File: src/design/gate_mode_pkg.sv
package gate_mode_pkg;

    // timing, 100 MHz system clock
    localparam int CLK_PERIOD_NS    = 10;
    localparam int PWM_TS_ACT_NS    = 60;
    localparam int SEL_TS_ACT_US    = 1;
    localparam int FCCM_HOLD_US     = 4;
    localparam int WAKE_US          = 50;
    localparam int PWM_TS_ACT_CYC   = (PWM_TS_ACT_NS + CLK_PERIOD_NS - 1) / CLK_PERIOD_NS;
    localparam int SEL_TS_ACT_CYC   = (SEL_TS_ACT_US * 1000 + CLK_PERIOD_NS - 1) / CLK_PERIOD_NS;
    localparam int FCCM_HOLD_CYC    = (FCCM_HOLD_US * 1000 + CLK_PERIOD_NS - 1) / CLK_PERIOD_NS;
    localparam int WAKE_CYC         = (WAKE_US * 1000) / CLK_PERIOD_NS;
    localparam int CNT_W            = 13;

    // three-level input as two comparator bits
    typedef struct packed {
        logic above_high;
        logic above_low;
    } tri_level_t;

    typedef enum logic [1:0] {
        LVL_LOW,
        LVL_HIGH,
        LVL_TRI
    } level_t;

    typedef enum logic [2:0] {
        MODE_DISABLED,
        MODE_DCM,
        MODE_FCCM,
        MODE_LQ,
        MODE_ULQ,
        MODE_WAKE
    } mode_t;

    typedef struct packed {
        logic high_side_gate_enable;
        logic low_side_gate_enable;
        logic boot_switch_enable;
        logic zero_cross_enable;
        logic lockout_comp_enable;
    } gate_out_t;

endpackage : gate_mode_pkg

File: src/design/gate_mode_logic.sv
`timescale 1ns/100ps
module gate_mode_logic
    import gate_mode_pkg::*;
#(
    parameter int PWM_ACT_CYC  = PWM_TS_ACT_CYC,
    parameter int SEL_ACT_CYC  = SEL_TS_ACT_CYC,
    parameter int FCCM_CYC     = FCCM_HOLD_CYC,
    parameter int WAKE_CYCLES  = WAKE_CYC
) (
    // clock and reset
    input  wire logic                    clk_sys,
    input  wire logic                    rst_n,
    // comparator inputs from pins
    input  wire gate_mode_pkg::tri_level_t pwm_level,
    input  wire gate_mode_pkg::tri_level_t mode_select_level,
    input  wire logic                    supply_lockout,
    input  wire logic                    zero_cross_detect,
    // gate and mode outputs
    output gate_mode_pkg::gate_out_t     gate_out,
    output gate_mode_pkg::mode_t         mode_state
);
    import gate_mode_pkg::*;

    typedef struct packed {
        tri_level_t pwm_s1;
        tri_level_t pwm_s2;
        tri_level_t sel_s1;
        tri_level_t sel_s2;
        logic       lo_s1;
        logic       lo_s2;
        logic       zx_s1;
        logic       zx_s2;
        level_t     pwm_dec;
        level_t     sel_dec;
        logic [CNT_W-1:0] pwm_tcnt;
        logic [CNT_W-1:0] sel_tcnt;
        logic [CNT_W-1:0] fccm_cnt;
        logic [CNT_W-1:0] wake_cnt;
        logic       zx_seen;
        logic       lockout_held;
        mode_t      mode;
        gate_out_t  gates;
    } state_t;

    state_t state_reg;
    state_t state_next;
    level_t pwm_raw;
    level_t sel_raw;
    logic   hs_en;
    logic   ls_en;
    logic   zx_on;

    function automatic level_t classify(input tri_level_t l);
        if (l.above_high) begin
            return LVL_HIGH;
        end else if (l.above_low) begin
            return LVL_TRI;
        end
        return LVL_LOW;
    endfunction : classify

    always_comb begin
        state_next        = state_reg;
        state_next.pwm_s1 = pwm_level;
        state_next.pwm_s2 = state_reg.pwm_s1;
        state_next.sel_s1 = mode_select_level;
        state_next.sel_s2 = state_reg.sel_s1;
        state_next.lo_s1  = supply_lockout;
        state_next.lo_s2  = state_reg.lo_s1;
        state_next.zx_s1  = zero_cross_detect;
        state_next.zx_s2  = state_reg.zx_s1;
        pwm_raw = classify(state_reg.pwm_s2);
        sel_raw = classify(state_reg.sel_s2);
        hs_en   = 1'b0;
        ls_en   = 1'b0;
        zx_on   = 1'b0;

        // lockout comparator is off in ulq, so the lockout level is frozen there
        if (state_reg.mode != MODE_ULQ) begin
            state_next.lockout_held = state_reg.lo_s2;
        end

        // pwm: high/low act at once, tri-state only after dwell
        if (pwm_raw != LVL_TRI) begin
            state_next.pwm_tcnt = '0;
            state_next.pwm_dec  = pwm_raw;
        end else if (state_reg.pwm_tcnt >= CNT_W'(PWM_ACT_CYC - 1)) begin
            state_next.pwm_dec  = LVL_TRI;
        end else begin
            state_next.pwm_tcnt = state_reg.pwm_tcnt + 1'b1;
        end
        if (sel_raw != LVL_TRI) begin
            state_next.sel_tcnt = '0;
            state_next.sel_dec  = sel_raw;
        end else if (state_reg.sel_tcnt >= CNT_W'(SEL_ACT_CYC - 1)) begin
            state_next.sel_dec  = LVL_TRI;
        end else begin
            state_next.sel_tcnt = state_reg.sel_tcnt + 1'b1;
        end

        // forced ccm after pwm leaves tri-state
        if (state_reg.pwm_dec == LVL_TRI && state_next.pwm_dec != LVL_TRI) begin
            state_next.fccm_cnt = CNT_W'(FCCM_CYC);
        end else if (state_reg.fccm_cnt != '0) begin
            state_next.fccm_cnt = state_reg.fccm_cnt - 1'b1;
        end

        if (state_reg.wake_cnt != '0) begin
            state_next.wake_cnt = state_reg.wake_cnt - 1'b1;
        end

        if (state_reg.lockout_held && state_reg.mode != MODE_ULQ) begin
            state_next.mode     = MODE_DISABLED;
            state_next.wake_cnt = '0;
            state_next.fccm_cnt = '0;
        end else if (state_reg.sel_dec == LVL_TRI) begin
            state_next.mode = MODE_ULQ;
        end else if (state_reg.mode == MODE_ULQ) begin
            state_next.mode     = MODE_WAKE;
            state_next.wake_cnt = CNT_W'(WAKE_CYCLES - 1);
        end else if (state_reg.mode == MODE_WAKE && state_reg.wake_cnt != '0) begin
            state_next.mode = MODE_WAKE;
        end else if (state_reg.pwm_dec == LVL_TRI) begin
            state_next.mode = MODE_LQ;
        end else if (state_reg.sel_dec == LVL_HIGH || state_reg.fccm_cnt != '0) begin
            state_next.mode = MODE_FCCM;
        end else begin
            state_next.mode = MODE_DCM;
        end

        // gate decode from the registered mode, pwm valid in fccm and dcm only
        unique case (state_reg.mode)
            MODE_FCCM: begin
                hs_en = (state_reg.pwm_dec == LVL_HIGH);
                ls_en = (state_reg.pwm_dec == LVL_LOW);
            end
            MODE_DCM: begin
                zx_on = 1'b1;
                hs_en = (state_reg.pwm_dec == LVL_HIGH);
                ls_en = (state_reg.pwm_dec == LVL_LOW) && !state_reg.zx_seen && !state_reg.zx_s2;
            end
            MODE_DISABLED, MODE_LQ, MODE_ULQ, MODE_WAKE: begin
                hs_en = 1'b0;
                ls_en = 1'b0;
            end
        endcase

        // zero-cross latch, cleared when pwm goes high or tri-state
        if (state_reg.pwm_dec != LVL_LOW) begin
            state_next.zx_seen = 1'b0;
        end else if (zx_on && state_reg.zx_s2) begin
            state_next.zx_seen = 1'b1;
        end

        state_next.gates.high_side_gate_enable = hs_en;
        state_next.gates.low_side_gate_enable  = ls_en;
        state_next.gates.boot_switch_enable    = ls_en;
        state_next.gates.zero_cross_enable     = zx_on;
        state_next.gates.lockout_comp_enable   = (state_reg.mode != MODE_ULQ);
    end

    always_ff @(posedge clk_sys or negedge rst_n) begin
        if (!rst_n) begin
            // lockout taken as active until the synchronised pin says otherwise
            state_reg              <= '0;
            state_reg.lo_s1        <= 1'b1;
            state_reg.lo_s2        <= 1'b1;
            state_reg.lockout_held <= 1'b1;
            state_reg.pwm_dec      <= LVL_TRI;
            state_reg.sel_dec      <= LVL_LOW;
            state_reg.mode         <= MODE_DISABLED;
            state_reg.gates        <= '0;
        end else begin
            state_reg <= state_next;
        end
    end

    assign gate_out   = state_reg.gates;
    assign mode_state = state_reg.mode;

    lockout_gates_a: assert property (@(posedge clk_sys) disable iff (!rst_n)
        state_reg.mode == MODE_DISABLED |=> !gate_out.high_side_gate_enable && !gate_out.low_side_gate_enable)
        else $error("gates on while disabled");
    lockout_enter_a: assert property (@(posedge clk_sys) disable iff (!rst_n)
        state_reg.lockout_held && state_reg.mode != MODE_ULQ |=> state_reg.mode == MODE_DISABLED)
        else $error("lockout did not disable");
    lq_gates_a: assert property (@(posedge clk_sys) disable iff (!rst_n)
        state_reg.mode == MODE_LQ |=> !gate_out.high_side_gate_enable && !gate_out.low_side_gate_enable
        && !gate_out.boot_switch_enable && !gate_out.zero_cross_enable)
        else $error("gates on in low quiescent");
    no_overlap_a: assert property (@(posedge clk_sys) disable iff (!rst_n)
        !(gate_out.high_side_gate_enable && gate_out.low_side_gate_enable))
        else $error("shoot-through");
    boot_follow_a: assert property (@(posedge clk_sys) disable iff (!rst_n)
        gate_out.boot_switch_enable == gate_out.low_side_gate_enable)
        else $error("boot switch mismatch");
    fccm_hold_a: assert property (@(posedge clk_sys) disable iff (!rst_n)
        state_reg.pwm_dec == LVL_TRI && state_next.pwm_dec == LVL_LOW && !state_reg.lockout_held
        && state_reg.sel_dec == LVL_LOW && state_reg.mode == MODE_LQ |=> ##1 state_reg.mode == MODE_FCCM)
        else $error("no forced ccm after tri-state exit");
    pwm_dwell_a: assert property (@(posedge clk_sys) disable iff (!rst_n)
        $rose(state_reg.pwm_dec == LVL_TRI) |-> $past(pwm_raw) == LVL_TRI
        && $past(pwm_raw, PWM_ACT_CYC) == LVL_TRI)
        else $error("pwm tri-state too early");
    ulq_comp_a: assert property (@(posedge clk_sys) disable iff (!rst_n)
        state_reg.mode == MODE_ULQ |=> !gate_out.lockout_comp_enable)
        else $error("lockout comparator on in ulq");
    dcm_zx_a: assert property (@(posedge clk_sys) disable iff (!rst_n)
        state_reg.mode == MODE_DCM && state_reg.zx_s2 |=> !gate_out.low_side_gate_enable)
        else $error("low side on after zero cross");

endmodule : gate_mode_logic

File: config.mk
export PLATFORM = sky130hd
export DESIGN_NAME = gate_mode_logic
export DESIGN_NICKNAME = d
export VERILOG_FILES = /design/src/design/gate_mode_pkg.sv /design/src/design/gate_mode_logic.sv
export SDC_FILE = /design/constraint.sdc
export NUM_CORES = 1
export LEC_CHECK = 0
export BUFFER_PORTS_ARGS = -buffer_cell sky130_fd_sc_hd__buf_2
export CAP_MARGIN = 25
export CORE_UTILIZATION = 65
export DETAILED_ROUTE_END_ITERATION = 6
export GPL_TIMING_DRIVEN = 0
export PLACE_DENSITY = 0.89
export SYNTH_ARGS = -nofsm -noshare
export SYNTH_HDL_FRONTEND = slang
export SYNTH_SLANG_ARGS = --single-unit
File: constraint.sdc
create_clock -name clk_sys -period 4 [get_ports clk_sys]
set_clock_uncertainty 0.1 [all_clocks]
set_input_delay 0.6 -clock clk_sys [delete_from_list [all_inputs] [get_ports clk_sys]]
set_output_delay 0.6 -clock clk_sys [all_outputs]
set_load 0.05 [all_outputs]
==> impl_metrics.tcl <==
set metrics [dict create \
    run_status "finished clean" \
    crit_path_max_fanout 6 \
    holdBufCountCts 0 \
    biggest_area_contributors_in_the_synthesized_netlist "sky130_fd_sc_hd__dfrtp_1 54%, sky130_fd_sc_hd__xnor2_1 3.3%, sky130_fd_sc_hd__dfstp_2 3.1%" \
    synth-seq-cells 77 \
    clock_sinks 77 \
    initial_utilization_pct 69.8 \
    path_delay_family "simple AND/OR/NAND/NOR gates" \
    final_area_um2 3780 \
    gate_count_of_the_mapped_netlist 305 \
    crit_path_cell_trace "inv_1, ha_1, nor4b_2, nand4_2, o21ai_1, nor4b_2" \
    drt-pass1-iter-count 4 \
    final-setup-viol-count 0 \
    design.die.area_um2 5540 \
    power_leakage_nw 1.74 \
    grt_antenna_before_repair 0 \
    grt_overflow 0 \
    post-synth-top-area-fraction_pct 53.6 \
    number_of_antenna_violating_nets_in_the_routed_design 0 \
    cts_made_buffers 9 \
    synth_fp_nets 320 \
    filler_cell_count 325 \
    path_common_cell "sky130_fd_sc_hd__nor4b_2" \
    worstSetupStartpointType "register" \
    placement_rows 25 \
    die_height_um 74.4 \
    vdd_ir_drop_max_mv 0.404 \
    post_synth_num_cell_types 51 \
    synth-adder-area-share_pct 2.57 \
    crit_required_ps 4150 \
    largest_family_of_logic_cells_by_synthesized_area "simple AND/OR/NAND/NOR gates" \
    signed_area_change_from_the_synthesized_netlist_to_the_final_layout_pct 10.8 \
    wl_um 6270 \
    hpwlAfterDp_um 4240 \
    finalCriticalPeriod_ps 2310 \
    synth_xor_area_share_pct 4.11 \
    final_total_pwr_mw 1.96 \
    crit_buf_inv 1 \
    cts.repair_timing.setup_buffer_count 0 \
    worstSetupStartpoint "state_reg[10]" \
    antenna_cells 0 \
    mappedNetlistArea_um2 3410 \
    crit_slowest_cell "sky130_fd_sc_hd__nor4b_2" \
    multi_input_comb_area_um2 1360 \
    category_of_the_most_critical_setup_path "reg -> reg" \
    rsz0062_at_grt "false" \
    synth-compound-area-share_pct 11.6 \
    holdCritStartpoint "supply_lockout" \
    clk-insertion-delay-late_ps 350 \
    post_drt_via_cell_ratio 5.96 \
    final-max-slew-violation-count 0 \
    grt_max_degree 78 \
    fin_crit_sh_pct 57.7 \
    cts.root.buffer_cell "sky130_fd_sc_hd__clkbuf_8" \
    synth.largest_area_cell "sky130_fd_sc_hd__dfrtp_1" \
    worst_hold_check_path_type "in -> reg" \
    synthesis.area_per_instance_um2 11.2 \
    finalWeightedCongestion 0.825 \
    post_synthesis_sequential_area_ratio_pct 56.7 \
    grt_pass1_vias 2286 \
    largest_register_ff_count 64 \
    routedWlPerCell_um 15.6 \
    max_cap_viols 0 \
    track_usage_pct 26.4 \
    postPlaceCellArea_um2 3570 \
    wp_data_arrival_ps 2460 \
    synth-edff-count 0 \
    tns_ps 0 \
    crit-reg2reg-launch "state_reg[10]" \
    ys_top_cells_by_count "73 x sky130_fd_sc_hd__dfrtp_1, 26 x sky130_fd_sc_hd__nor2_1, 19 x sky130_fd_sc_hd__a21oi_1" \
    synthFlopType "sky130_fd_sc_hd__dfrtp_1" \
    yosys-mux-area-fraction_pct 0.294 \
    yosysWarningCount 0 \
    timing.slew.headroom_pct 38.7 \
    worst_hold_slack_ps 243 \
    ctsLongestPathBuffers 2 \
    synth_most_common_cell "sky130_fd_sc_hd__dfrtp_1" \
    boundaryPins 16 \
    port_buffers 15 \
    detailedRoute.firstIterationViolations 138 \
    nets 346 \
    fmax_ghz 0.433 \
    cpPeakStageDelay_ps 520 \
    fp.dieW_um 74.4 \
    power.density_nw_per_um2 520 \
    timing_hold_violations_final 0 \
    final-seq-area_um2 1930 \
    clk_transition_reported_paths_ps 80 \
    layout-drive-gt1-share_pct 16.7 \
    cts_max_level 3 \
    simple_gate_fraction_of_synth_area_pct 21.2 \
    asyncSetResetFlopFracSynth_pct 100 \
    core_area_um2 4880 \
    grt_pass1_wl_um 10500 \
    setup.worst_path.end_class "register" \
    detail_route.drc_violations 0 \
    worst_slew_pin_slew_ps 920 \
    vias 2402 \
    cts_tree "done" \
    post_cts_resized 0 \
    final_core_utilization_pct 77.4 \
]
## power by group
group          internal [mW]  leakage (nW)  total, mW  switching, mW
logic                  0.189         0.628      0.443          0.253
clock network          0.309        0.0955      0.601          0.292
registers              0.849          1.01      0.918         0.0691
## cells in the final DEF, fill, tap and decap left out, types with 8 or more instances in the layout
cell type / count
sky130_fd_sc_hd__nand3_1: 8
sky130_fd_sc_hd__nand2_1: 12
sky130_fd_sc_hd__buf_2: 14
sky130_fd_sc_hd__and2_1: 16
sky130_fd_sc_hd__inv_1: 12
sky130_fd_sc_hd__clkbuf_8: 10
sky130_fd_sc_hd__buf_4: 9
sky130_fd_sc_hd__dfrtp_1: 73
sky130_fd_sc_hd__a21oi_1: 19
sky130_fd_sc_hd__nor2_1: 26
sky130_fd_sc_hd__xnor2_1: 13
## worst reg2reg max path: stages, from the launching register on
cell	delay, ps
sky130_fd_sc_hd__dfrtp_1	430
sky130_fd_sc_hd__inv_1	100
sky130_fd_sc_hd__ha_1	170
sky130_fd_sc_hd__nor4b_2	520
sky130_fd_sc_hd__nand4_2	310
sky130_fd_sc_hd__o21ai_1	300
sky130_fd_sc_hd__nor4b_2	270
## cell families after synthesis
kind of cell,after synthesis
buffers and inverters,24
AOI/OAI and AO/OA,58
and+or+nand+nor,122
adders and majority gates,7
xor gates and xnor gates,16
muxes,1
DFF,77
## per-layer routing
| metal | track usage [%] | routed length, um | vias to the layer above |
|---|---|---|---|
| met2 | 41.3 | 3150 | 62 |
| met1 | 33.4 | 2720 | 1183 |
| met4 | 10.9 | 123 | 0 |
| li1 | - | - | 1146 |
| met5 | 0 | 0 | - |
| met3 | 10.0 | 271 | 11 |
## cell type report
cell class / instances / area share [%]
buffer: 12 / 1.99
clock buffer: 10 / 3.64
clock inverter: 6 / 1.86
inverter: 12 / 1.19
multi-input combinational: 204 / 35.9
sequential: 77 / 51.2
tap: 67 / 2.22
timing repair buffer: 15 / 2.05
## final timing paths
kind	to	slack, ps	depth (start not counted)
worst max register to register	mode_state[1]	1690	6
min in group asynchronous	gate_out[1]	280	1
worst min-delay path	state_next[68]	240	1
worst max-delay path	mode_state[1]	1690	6
worst min register to register	state_reg[71]	240	0
max in group asynchronous	state_reg[44]	2930	1
## per-stage QoR
step | setup WS (ps) | instances
global route | 1560 | 403
CTS | 1680 | 403
floorplan | 1970 | 305
global placement | 1810 | 387
detailed placement | 1730 | 387
finish | 1690 | 403
(Power assumes the default switching activity.)
